==> config.mk <==
export PLATFORM = sky130hd
export DESIGN_NAME = clock_mode_and_boot_config
export DESIGN_NICKNAME = d
export VERILOG_FILES = /design/src/core/cmb_pkg.sv /design/src/core/cmb_sync.sv /design/src/core/cmb_nco.sv /design/src/core/clock_mode_and_boot_config.sv
export SDC_FILE = /design/constraint.sdc
export NUM_CORES = 1
export LEC_CHECK = 0
export ABC_AREA = 1
export BUFFER_PORTS_ARGS = -buffer_cell sky130_fd_sc_hd__buf_2
export CAP_MARGIN = 15
export CORE_MARGIN = 2
export CORE_UTILIZATION = 60
export CTS_BUF_LIST = sky130_fd_sc_hd__clkbuf_4
export DETAILED_ROUTE_END_ITERATION = 6
export GPL_TIMING_DRIVEN = 0
export PLACE_DENSITY = 0.95
export SETUP_SLACK_MARGIN = 0.4
export SYNTH_ARGS = -nofsm -noshare
export SYNTH_HDL_FRONTEND = slang
export SYNTH_HIERARCHICAL = 1
export SYNTH_SLANG_ARGS = --single-unit
==> constraint.sdc <==
create_clock -name clock -period 4.6 [get_ports clock]
set_input_delay 0.69 -clock clock [delete_from_list [all_inputs] [get_ports clock]]
set_output_delay 0.69 -clock clock [all_outputs]
set_load 0.02 [all_outputs]
==> src/core/cmb_pkg.sv <==
// constants and carrier types shared by the clock-mode and boot-config block
// assumes one 50 MHz core clock; the mode, reference and boot width pins are synchronised inside the block, rst_n is not
package cmb_pkg;

   // ============================================================
   // clocking
   localparam int unsigned CLOCK_HZ    = 50_000_000;
   localparam int unsigned SYS_HZ      = 16_580_000;
   localparam int unsigned REF_SLOW_HZ = 32_768;
   localparam int unsigned REF_FAST_HZ = 38_400;
   localparam int unsigned NCO_W       = 24;
   // phase step giving SYS_HZ ticks on average out of CLOCK_HZ
   localparam logic [NCO_W-1:0] NCO_INC =
      NCO_W'((64'(SYS_HZ) << NCO_W) / 64'(CLOCK_HZ));
   localparam logic [3:0] LOCK_REF_EDGES = 4'h8;

   // ============================================================
   // reset and boot chip-select
   localparam int unsigned RESET_HOLD_MS = 100;
   localparam logic [3:0]  BOOT_WAIT_STATES = 4'h6;
   localparam int unsigned NUM_CS           = 16;
   localparam logic [3:0]  BOOT_CS_IDX      = 4'h0;

   // ============================================================
   // internal register space, never decoded by the boot chip-select
   localparam logic [31:0] INT_REG_BASE = 32'hfffff000;
   localparam logic [31:0] INT_REG_MASK = 32'hfffff000;

   typedef enum logic [1:0] {
      CMB_PLL_OFF     = 2'b00,
      CMB_PLL_LOCKING = 2'b01,
      CMB_PLL_LOCKED  = 2'b11,
      CMB_PLL_EXT     = 2'b10
   } cmb_pll_state_t;

   typedef struct packed {
      logic        valid;
      logic        write;
      logic [31:0] addr;
      logic [15:0] wdata;
   } cmb_core_req_t;

   typedef struct packed {
      logic        valid;
      logic        write;
      logic [31:0] addr;
      logic [15:0] data;
      logic        width16;
   } cmb_ext_cycle_t;

   typedef struct packed {
      logic       write;
      logic [3:0] idx;
      logic       width16;
      logic [3:0] waits;
      logic       enable;
   } cmb_cs_cfg_t;

   function automatic logic cmb_is_internal(input logic [31:0] addr);
      return (addr & INT_REG_MASK) == INT_REG_BASE;
   endfunction

endpackage

==> src/core/cmb_sync.sv <==
// two-flop synchroniser for a group of asynchronous pin levels
// assumes each bit is an independent level; no multi-bit coherence is promised
module cmb_sync #(
   parameter int unsigned W = 1
) (
   input  wire logic         clock,
   input  wire logic         clkEn,
   input  wire logic [W-1:0] async_i,
   output logic      [W-1:0] sync_o
);
   logic [W-1:0] meta_q;

   // no reset: a pin level settles on its own within two edges
   always_ff @(posedge clock) begin
      if (clkEn) begin
         meta_q <= async_i;
         sync_o <= meta_q;
      end
   end
endmodule

==> src/core/cmb_nco.sv <==
// phase accumulator that stands in for the synthesiser loop
// assumes the caller gates run until the reference has been seen
module cmb_nco #(
   parameter int unsigned      W   = 24,
   parameter logic [W-1:0]     INC = '0
) (
   input  wire logic clock,
   input  wire logic rst_n,
   input  wire logic clkEn,
   input  wire logic run,
   output logic      tick
);
   logic [W-1:0] phase_q;
   logic [W:0]   sum;

   assign sum = {1'b0, phase_q} + {1'b0, INC};

   always_ff @(posedge clock) begin
      if (!rst_n) begin
         phase_q <= '0;
         tick    <= 1'b0;
      end else if (clkEn) begin
         phase_q <= run ? sum[W-1:0] : '0;
         tick    <= run & sum[W];
      end
   end
endmodule

==> src/core/clock_mode_and_boot_config.sv <==
// clock-mode selection, clock output, cold reset and boot chip-select setup
// assumes pins arrive asynchronously and the core bus is on this clock
//
// Contract
// - mode pin low enables the synthesiser, clocked from the low-rate reference.
// - synthesiser yields 16.58 MHz from a 32.768 kHz or 38.4 kHz reference.
// - mode pin high disables synthesiser; the reference input is the system clock.
// - mode pin may act as port bit only while the synthesiser is on.
// - system clock drives the clock output, which software may switch off.
// - reset input low puts the whole device into cold reset.
// - boot width pin low gives 8-bit boot region, high gives 16-bit.
// - core reads of internal registers never show on the external bus.
// - every core write shows as an external bus cycle.
// - software sets the data width of every other chip-select region.
// - after reset boot select is on, six waits, all but internal space.
module clock_mode_and_boot_config
   import cmb_pkg::*;
(
   input  wire logic                     clock,
   input  wire logic                     rst_n,
   input  wire logic                     clkEn,
   input  wire logic                     clockModeSelectIn,
   output logic                          portCBit0Out,
   output logic                          portCBit0Oe_n,
   input  wire logic                     refClockIn,
   input  wire logic                     bootWidthSelect,
   input  wire logic                     portC0GpioReq,
   input  wire logic                     portC0Drive,
   input  wire logic                     portC0Data,
   output logic                          portC0Level,
   input  wire logic                     sysClockOutEn,
   output logic                          sysClockOut,
   output logic                          sysClockTick,
   output logic                          pllEnable,
   output logic                          pllLocked,
   output logic                          deviceReset_n,
   input  wire cmb_pkg::cmb_core_req_t   coreReq,
   output logic                          intRegSelect,
   output cmb_pkg::cmb_ext_cycle_t       extCycle,
   output logic                          bootChipSelect_n,
   input  wire cmb_pkg::cmb_cs_cfg_t     csCfg,
   output logic [3:0]                    bootCsWaits,
   output logic                          bootCsEnable,
   output logic [cmb_pkg::NUM_CS-1:0]    csWidth16
);
   import cmb_pkg::*;

   // ============================================================
   // state
   typedef struct packed {
      cmb_pll_state_t    pll;
      logic [3:0]        lockCnt;
      logic              refPrev;
      logic              gpio;
      logic              pinOut;
      logic              pinOe_n;
      logic              clkOut;
      logic              tick;
      logic              devRst_n;
      logic              bootWidth16;
      logic [3:0]        bootWaits;
      logic              bootEn;
      logic [NUM_CS-1:0] csWidth16;
      logic              intSel;
      logic              bootSel;
      cmb_ext_cycle_t    ext;
   } cmb_state_t;

   cmb_state_t s_q;
   cmb_state_t s_d;

   logic [2:0] pinsS;
   logic       modeS;
   logic       refS;
   logic       widthS;
   logic       refEdge;
   logic       ncoTick;
   logic       sysTick;
   logic       isInt;
   logic       showCycle;

   cmb_sync #(
      .W (3)
   ) u_sync (
      .clock   (clock),
      .clkEn   (clkEn),
      .async_i ({clockModeSelectIn, refClockIn, bootWidthSelect}),
      .sync_o  (pinsS)
   );

   assign modeS   = pinsS[2];
   assign refS    = pinsS[1];
   assign widthS  = pinsS[0];
   assign refEdge = refS & ~s_q.refPrev;

   // ============================================================
   // synthesiser model, runs only once reference edges are seen
   cmb_nco #(
      .W   (NCO_W),
      .INC (NCO_INC)
   ) u_nco (
      .clock (clock),
      .rst_n (rst_n),
      .clkEn (clkEn),
      .run   (s_q.pll == CMB_PLL_LOCKED),
      .tick  (ncoTick)
   );

   // in external mode the reference edge itself is the system clock tick
   always_comb begin
      unique case (s_q.pll)
         CMB_PLL_LOCKED: sysTick = ncoTick;
         CMB_PLL_EXT:    sysTick = refEdge;
         default:        sysTick = 1'b0;
      endcase
   end

   assign isInt     = cmb_is_internal(coreReq.addr);
   assign showCycle = coreReq.valid & (coreReq.write | ~isInt);

   // ============================================================
   // next state
   always_comb begin
      s_d = s_q;
      s_d.refPrev  = refS;
      s_d.tick     = sysTick;
      s_d.devRst_n = 1'b1;

      // a pin repurposed as port bit no longer carries the mode: hold it
      unique case (s_q.pll)
         CMB_PLL_OFF: begin
            s_d.pll     = modeS ? CMB_PLL_EXT : CMB_PLL_LOCKING;
            s_d.lockCnt = '0;
         end
         CMB_PLL_LOCKING: begin
            if (modeS && !s_q.gpio) begin
               s_d.pll = CMB_PLL_EXT;
            end else if (refEdge) begin
               s_d.lockCnt = s_q.lockCnt + 4'h1;
               if (s_q.lockCnt == LOCK_REF_EDGES - 4'h1) begin
                  s_d.pll = CMB_PLL_LOCKED;
               end
            end
         end
         CMB_PLL_LOCKED: begin
            if (modeS && !s_q.gpio) begin
               s_d.pll = CMB_PLL_EXT;
            end
         end
         CMB_PLL_EXT: begin
            if (!modeS) begin
               s_d.pll     = CMB_PLL_LOCKING;
               s_d.lockCnt = '0;
            end
         end
      endcase

      // port bit granted only while the synthesiser stays on
      s_d.gpio    = portC0GpioReq && (s_d.pll inside {CMB_PLL_LOCKING, CMB_PLL_LOCKED});
      s_d.pinOut  = portC0Data;
      s_d.pinOe_n = !(s_d.gpio && portC0Drive);

      // output held low when switched off so no edge leaks out
      if (!sysClockOutEn) begin
         s_d.clkOut = 1'b0;
      end else if (sysTick) begin
         s_d.clkOut = ~s_q.clkOut;
      end

      if (csCfg.write) begin
         if (csCfg.idx == BOOT_CS_IDX) begin
            s_d.bootWidth16 = csCfg.width16;
            s_d.bootWaits   = csCfg.waits;
            s_d.bootEn      = csCfg.enable;
         end else begin
            s_d.csWidth16[csCfg.idx] = csCfg.width16;
         end
      end

      s_d.intSel      = coreReq.valid & isInt;
      s_d.bootSel     = showCycle & ~isInt & s_q.bootEn;
      s_d.ext.valid   = showCycle;
      s_d.ext.write   = coreReq.write;
      s_d.ext.addr    = coreReq.addr;
      s_d.ext.data    = coreReq.wdata;
      s_d.ext.width16 = s_q.bootWidth16;

      // cold reset: everything to its defaults, width pin sampled meanwhile
      if (!rst_n) begin
         s_d             = '0;
         s_d.pll         = CMB_PLL_OFF;
         // track the reference through reset so release shows no false edge
         s_d.refPrev     = refS;
         s_d.pinOe_n     = 1'b1;
         s_d.devRst_n    = 1'b0;
         s_d.bootWidth16 = widthS;
         s_d.bootWaits   = BOOT_WAIT_STATES;
         s_d.bootEn      = 1'b1;
      end
   end

   // reset acts even while the clock enable is low
   always_ff @(posedge clock) begin
      if (!rst_n || clkEn) begin
         s_q <= s_d;
      end
   end

   // ============================================================
   // outputs
   assign portCBit0Out     = s_q.pinOut;
   assign portCBit0Oe_n    = s_q.pinOe_n;
   assign portC0Level      = modeS;
   assign sysClockOut      = s_q.clkOut;
   assign sysClockTick     = s_q.tick;
   assign pllEnable        = s_q.pll inside {CMB_PLL_LOCKING, CMB_PLL_LOCKED};
   assign pllLocked        = s_q.pll == CMB_PLL_LOCKED;
   assign deviceReset_n    = s_q.devRst_n;
   assign intRegSelect     = s_q.intSel;
   assign extCycle         = s_q.ext;
   assign bootChipSelect_n = ~s_q.bootSel;
   assign bootCsWaits      = s_q.bootWaits;
   assign bootCsEnable     = s_q.bootEn;
   assign csWidth16        = {s_q.csWidth16[NUM_CS-1:1], s_q.bootWidth16};
endmodule

==> results of run 1 <==
==> worst max-delay path, cell delays in order, from the launching register on <==
cell and delay, ns:
sky130_fd_sc_hd__edfxtp_1 0.45, sky130_fd_sc_hd__inv_1 0.11, sky130_fd_sc_hd__ha_1 0.28, sky130_fd_sc_hd__inv_1 0.10, sky130_fd_sc_hd__nand2_1 0.14, sky130_fd_sc_hd__buf_2 0.19
==> final cells by class <==
cell class / instances / area, um2
Clock inverter: 12 / 131
Sequential cell: 116 / 3250
Timing Repair Buffer: 153 / 787
Inverter: 116 / 435
Multi-Input combinational cell: 372 / 1810
Clock buffer: 20 / 150
Fill cell: 684 / 2470
Tap cell: 133 / 166
Buffer: 86 / 617
==> through the flow <==
stage | utilization, % | total power (W)
after detailed placement | 72.0 | 0.00179
final | 74.9 | 0.00251
after floorplan | - | 0.00163
after CTS | 74.9 | 0.00252
after global placement | 71.7 | 0.00177
after global routing | 74.9 | 0.00261
==> registers in the layout, indices dropped and copies added, names as in the netlist <==
signal,count
bootCsEnable,1
bootCsWaits,4
csWidth16,16
deviceReset_n,1
extCycle,51
intRegSelect,1
portCBit0Oe_n,1
portCBit0Out,1
s_q,9
sysClockOut,1
sysClockTick,1
u_nco/phase_q,22
u_nco/tick,1
u_sync/meta_q,3
u_sync/sync_o,3
==> how the worst max path moves through the flow <==
| stage | start | endpoint | slack [ns] | cells after the start |
|---|---|---|---|---|
| global route | s_q[87] | pllEnable | 2.07 | 5 |
| detailed placement | rst_n | sysClockOut | 2.30 | 8 |
| CTS | s_q[87] | pllEnable | 2.15 | 5 |
| floorplan | rst_n | sysClockOut | 1.82 | 6 |
| finish | s_q[87] | pllEnable | 2.15 | 5 |
| global placement | rst_n | sysClockOut | 1.08 | 7 |
==> routing by layer <==
metal  share of wire [%]  routed length [um]  GRT usage, %
met4                 2.8                 403          11.0
met1                  38                5410          30.6
met5                   0                   0             0
met2                  51                7270          46.7
met3                 8.1                1150          6.11
==> Yosys cell counts, drive strengths merged, types with 2 or more instances <==
master | count | share of area [%]
o21ai | 24 | 2.0
buf | 85 | 10
a21oi | 39 | 3.3
or2 | 5 | 0.55
ha | 6 | 1.2
nand2 | 165 | 11
inv | 114 | 7.0
nor3 | 9 | 0.74
nand3b | 2 | 0.25
clkinv | 2 | 0.12
nand4 | 12 | 1.2
nand3 | 36 | 3.3
dfxtp | 23 | 7.5
edfxtp | 93 | 46
a31oi | 5 | 0.51
nor2 | 61 | 4.7
==> power breakdown <==
part / total (W) / switching [W] / leakage, nW / internal, W
sequential: 0.00127 / 0.0000423 / 1.16 / 0.00123
clock: 0.000733 / 0.000391 / 0.147 / 0.000342
combinational: 0.000503 / 0.000301 / 2.42 / 0.000202
==> logic make-up (layout without fill, tap and decap cells) <==
family,after synthesis,after routing,share of synthesized area [%]
AO/OA/AOI/OAI,74,74,6.67
XOR/XNOR,1,1,0.143
adder cells (fa/ha/maj),6,6,1.23
buffers and inverters,202,387,17.2
flip-flops,116,116,53.2
AND/OR/NAND/NOR,291,291,21.6
==> results.yml, run 1 <==
worst_setup_path:
  critPathLaunchType: "flop"
  critical_path_arrival_ns: 1.76
  critPathRequiredTime_ns: 3.91
  r2r_slack_ns: 2.71
  cp-end-kind: "output pin"
  regToRegStartpoint: "s_q[86]"
  critPathKind: "reg2out"
  critical_path.reg2reg.endpoint: "s_q[83]"
  rr_worst_depth: 5
  crit_fanout: 6
cells_and_area:
  num_antenna_cells: 0
  most_frequent_standard_cell_in_the_layout_excluding_fill_and_tap_cells: "sky130_fd_sc_hd__buf_2"
  fin_area_um2: 7350
  layout.cells.most_common_list: "163 x sky130_fd_sc_hd__buf_2, 151 x sky130_fd_sc_hd__nand2_1, 99 x sky130_fd_sc_hd__inv_1, 93 x sky130_fd_sc_hd__edfxtp_1, 72 x sky130_fd_sc_hd__buf_4"
  num-nets-final: 939
  final-instance-count-excl-fill: 1008
  flow.area_growth_from_synthesis_pct: 20.2
  layout-drive-gt1-share_pct: 36.8
yosys:
  synth_cell_type_count: 38
  syn_inst: 690
  yosys_warnings: 6
  async_reset_ff_share_pct: 0
  synth_seq_area_share_pct: 53.2
  synth-seq-cells: 116
  synthesis.area_per_instance_um2: 8.86
  ys_dominant_reg_cell: "sky130_fd_sc_hd__edfxtp_1"
  synth-edff-count: 93
  synth_area_um2: 6120
  number_of_nets_produced_by_synthesis: 767
run:
  drv_cap: 0
floorplanning:
  floorplan.initialDensity_pct: 62.3
  design.portCount: 153
  die_height_um: 105
  die_w_um: 105
  design.die.area_um2: 11000
  design.core.area_um2: 9820
  std_cell_rows: 36
timing:
  fin_worst_hold_slack_ns: 0.369
  worst_slew_slack_as_a_fraction_of_its_limit_pct: 53.4
  final.setup.worst_slack_ns: 2.15
  tns_ns: 0
  setup_repair_after_global_routing_missed_its_margin: "no"
  timing_max_transition_violations_final: 0
  final.setup_skew_ns: 0.0135
  final_min_period_over_clock_period_pct: 53.2
  period_needed_ns: 2.45
  hold_viol: 0
  timing.fmax_mhz: 408
  finalSetupViolCount: 0
  max_slew.worst_pin.slew_ns: 0.695
placed_design:
  place_worst_setup_slack_ns: 2.30
  dp.final_hpwl_mm: 11.1
  gp_congestion: 0.923
  placed_cells: 976
  numPortBuffers: 151
  placed_area_um2: 7070
grt:
  first_global_vias: 4856
  grtUsageTotal_pct: 26.4
  grt_start_max_net_pins: 48
  initial_antenna_violation_count: 0
  first_pass_grt_wire_length_mm: 22.8
  grt_remaining_overflow: 0
clocking:
  htree_num_levels: 4
  cts-resized-gates: 0
  cts_sinks: 116
  cts.path.max_buffers: 2
  clk_transition_reported_paths_ns: 0.11
  cts_hold_repair.buffers: 0
  root_buffer: "sky130_fd_sc_hd__clkbuf_4"
  post-cts-setup-buffers: 0
  cts_tree: "built"
  clk-insertion-delay-late_ns: 0.49
  cts_inserted_buffers: 17
pwr:
  power_per_cell_area_nw_per_um2: 341
  max-vdd-ir-drop_mv: 0.183
  static-leakage-power_nw: 3.73
detailed_routing:
  residual_drc: 0
  via_count: 5028
  detail_route.wl_per_cell_um: 14.1
  post_drt_via_cell_ratio: 4.99
  number_of_nets_still_failing_antenna_checks_after_routing: 0
  drt_first_iter_violations: 322
  wl_mm: 14.2
  drt_pass1_iterations: 6
hold_path:
  hp-start: "bootWidthSelect"
  hold-path-endpoint: "u_sync/meta_q[0]"
  classification_of_the_worst_slack_hold_path: "in2reg"
  worst_hold_path.num_cells: 1
status:
  outcome: "completed"
Power figures use the tool's default switching activity.
==> run 2: changes to the inputs <==
ABC_AREA = 0   (was 1)
CORE_UTILIZATION = 55   (was 60)
PLACE_DENSITY = 0.9   (was 0.95)
clock period = 2.5 ns   (was 4.6 ns; I/O delays follow)
==> results.yml, run 2 <==
status:
  outcome: "completed"
detailed_routing:
  routed_met2_length_mm: 6.16
  wl_mm: 12.4
  number_of_nets_still_failing_antenna_checks_after_routing: 0
  residual_drc: 0
  detail_route.wl_per_cell_um: 15.0
  drt_pass1_iterations: 5
  via_count: 4300
  detailroute.wirelength.met3_um: 904
  post_drt_via_cell_ratio: 5.21
  highest-signal-layer: "met4"
  drt_first_iter_violations: 179
  met1_length_mm: 5.09
clocking:
  clk_transition_reported_paths_ns: 0.10
  cts_inserted_buffers: 17
  cts_sinks: 116
  cts_tree: "built"
  clk-insertion-delay-late_ns: 0.50
  cts.path.max_buffers: 2
  root_buffer: "sky130_fd_sc_hd__clkbuf_4"
  htree_num_levels: 4
floorplanning:
  design.core.area_um2: 10400
  design.portCount: 153
  design.die.area_um2: 11600
  std_cell_rows: 37
  die_w_um: 108
  floorplan.initialDensity_pct: 56.8
  die_height_um: 108
cells_and_area:
  max_reg_flops: 51
  most_frequent_standard_cell_in_the_layout_excluding_fill_and_tap_cells: "sky130_fd_sc_hd__buf_2"
  final_util_pct: 70.0
  layout.cells.most_common_list: "154 x sky130_fd_sc_hd__buf_2, 93 x sky130_fd_sc_hd__edfxtp_1, 80 x sky130_fd_sc_hd__buf_4, 55 x sky130_fd_sc_hd__and2_1, 47 x sky130_fd_sc_hd__nor2_1"
  num-nets-final: 754
  flow.area_growth_from_synthesis_pct: 23.1
  layout-drive-gt1-share_pct: 42.5
  num_antenna_cells: 0
  final-instance-count-excl-fill: 826
placed_design:
  numPortBuffers: 152
  dp.final_hpwl_mm: 9.11
  gp_congestion: 0.839
  place_worst_setup_slack_ns: 0.135
  placed_cells: 787
yosys:
  portion_of_netlist_area_occupied_by_mux_cells_pct: 3.08
  yosys.area_share.adder_pct: 1.27
  combinational_family_with_the_most_area_after_synthesis: "simple AND/OR/NAND/NOR gates"
  number_of_nets_produced_by_synthesis: 574
  synth-seq-cells: 116
  async_reset_ff_share_pct: 0
  synth_cell_type_count: 65
  post_synth_and_or_nand_nor_area_fraction_pct: 18.8
  syn_inst: 497
  synthXorXnorAreaFrac_pct: 2.67
  ys_dominant_reg_cell: "sky130_fd_sc_hd__edfxtp_1"
  synthTopCellsByCount: "93 x sky130_fd_sc_hd__edfxtp_1, 76 x sky130_fd_sc_hd__buf_4, 55 x sky130_fd_sc_hd__and2_1"
  synth_compound_area_share_pct: 7.07
  netlist_top_cells_area: "sky130_fd_sc_hd__edfxtp_1 47%, sky130_fd_sc_hd__buf_4 9.7%, sky130_fd_sc_hd__dfxtp_1 7.8%"
  synth_largest_type_area_fraction_pct: 47.4
  synth-edff-count: 93
  synth_area_um2: 5890
  synth.most_common_cell: "sky130_fd_sc_hd__edfxtp_1"
  synth_seq_area_share_pct: 55.2
  synthesis.area_per_instance_um2: 11.9
  netlist.top_cell.by_area: "sky130_fd_sc_hd__edfxtp_1"
  yosys_warnings: 6
timing:
  max_slew.worst_pin.slew_ns: 0.778
  setup_repair_after_global_routing_missed_its_margin: "yes"
  period_needed_ns: 2.04
  final.setup.worst_slack_ns: 0.460
  hold_viol: 0
  timing_max_transition_violations_final: 0
  worst_slew_slack_as_a_fraction_of_its_limit_pct: 47.9
  final.setup_skew_ns: 0.0120
  fin_worst_hold_slack_ns: 0.138
  finalSetupViolCount: 0
  timing.fmax_mhz: 490
  final_min_period_over_clock_period_pct: 81.6
worst_setup_path:
  critPathLaunchType: "flop"
  cp-end-kind: "flop"
  crit_fanout: 10
  critical_path_arrival_ns: 2.43
  critPathRequiredTime_ns: 2.89
  critPathKind: "reg2reg"
grt:
  first_pass_grt_wire_length_mm: 20.1
  first_global_vias: 4240
  grt_start_max_net_pins: 32
  grtUsageTotal_pct: 22.3
  initial_antenna_violation_count: 0
  grt_remaining_overflow: 0
run:
  drv_cap: 0
pwr:
  static-leakage-power_nw: 3.16
  max-vdd-ir-drop_mv: 0.345
  power_per_cell_area_nw_per_um2: 652
hold_path:
  classification_of_the_worst_slack_hold_path: "in2reg"
## run 2: logic make-up (layout without fill, tap and decap cells)
logic type,count (synthesis),in the layout
AOI/OAI and AO/OA,53,53
buffers and inverters,103,296
xor gates and xnor gates,18,18
and+or+nand+nor,183,183
DFF,116,116
adders and majority gates,6,6
muxes,18,18
## run 2: path summary, 6_finish.rpt
check                           cells past startpoint                 to  slack, ns        startpoint
worst max-delay path                                6  u_nco/phase_q[15]       0.46           s_q[86]
worst min-delay path                                2       bootCsEnable       0.14          csCfg[0]
worst max register to register                      6  u_nco/phase_q[15]       0.46           s_q[86]
worst min register to register                      0   u_sync/sync_o[0]       0.45  u_sync/meta_q[0]
## run 2: stage by stage
stage | cell area [um2] | power (W) | TNS (ns)
after global routing | 7260 | 0.00495 | 0
after global placement | 6830 | 0.00323 | -8.68
after floorplan | 5900 | 0.00298 | 0
after detailed placement | 6860 | 0.00327 | 0
after CTS | 7230 | 0.00477 | 0
final | 7260 | 0.00473 | 0
## run 2: layer usage
| metal | vias to the layer above | track usage (%) |
|---|---|---|
| li1 | 2067 | - |
| met1 | 2035 | 27.1 |
| met2 | 178 | 38.4 |
| met3 | 20 | 5.87 |
| met4 | 0 | 7.97 |
| met5 | - | 0 |
## run 2: area by class of cell
type	count	area (um2)
Fill cell	750	3110
Sequential cell	116	3250
Clock buffer	20	150
Multi-Input combinational cell	278	1960
Clock inverter	12	161
Timing Repair Buffer	161	852
Tap cell	136	170
Buffer	90	656
Inverter	13	48.8
## run 2: where the power goes
part           internal, W  switching (W)  total (W)  leakage [nW]
Clock             0.000813       0.000675    0.00149         0.165
Combinational     0.000411       0.000492   0.000903          1.83
Sequential         0.00226      0.0000833    0.00234          1.16
## run 2: timing repair
action                                 in CTS  in global routing
pin swaps                                   2                  1
endpoints found under the hold margin       2                  1
buffers inserted                            2                  2
resized for setup                           5                  1
setup endpoints to repair                   1                  5
hold buffers                                2                  1
## run 2: critical path, stage by stage (launching register included)
cell	delay, ns
sky130_fd_sc_hd__edfxtp_1	0.50
sky130_fd_sc_hd__ha_4	0.22
sky130_fd_sc_hd__buf_4	0.15
sky130_fd_sc_hd__o21ai_1	0.44
sky130_fd_sc_hd__buf_4	0.28
sky130_fd_sc_hd__buf_2	0.25
sky130_fd_sc_hd__nor2_1	0.08
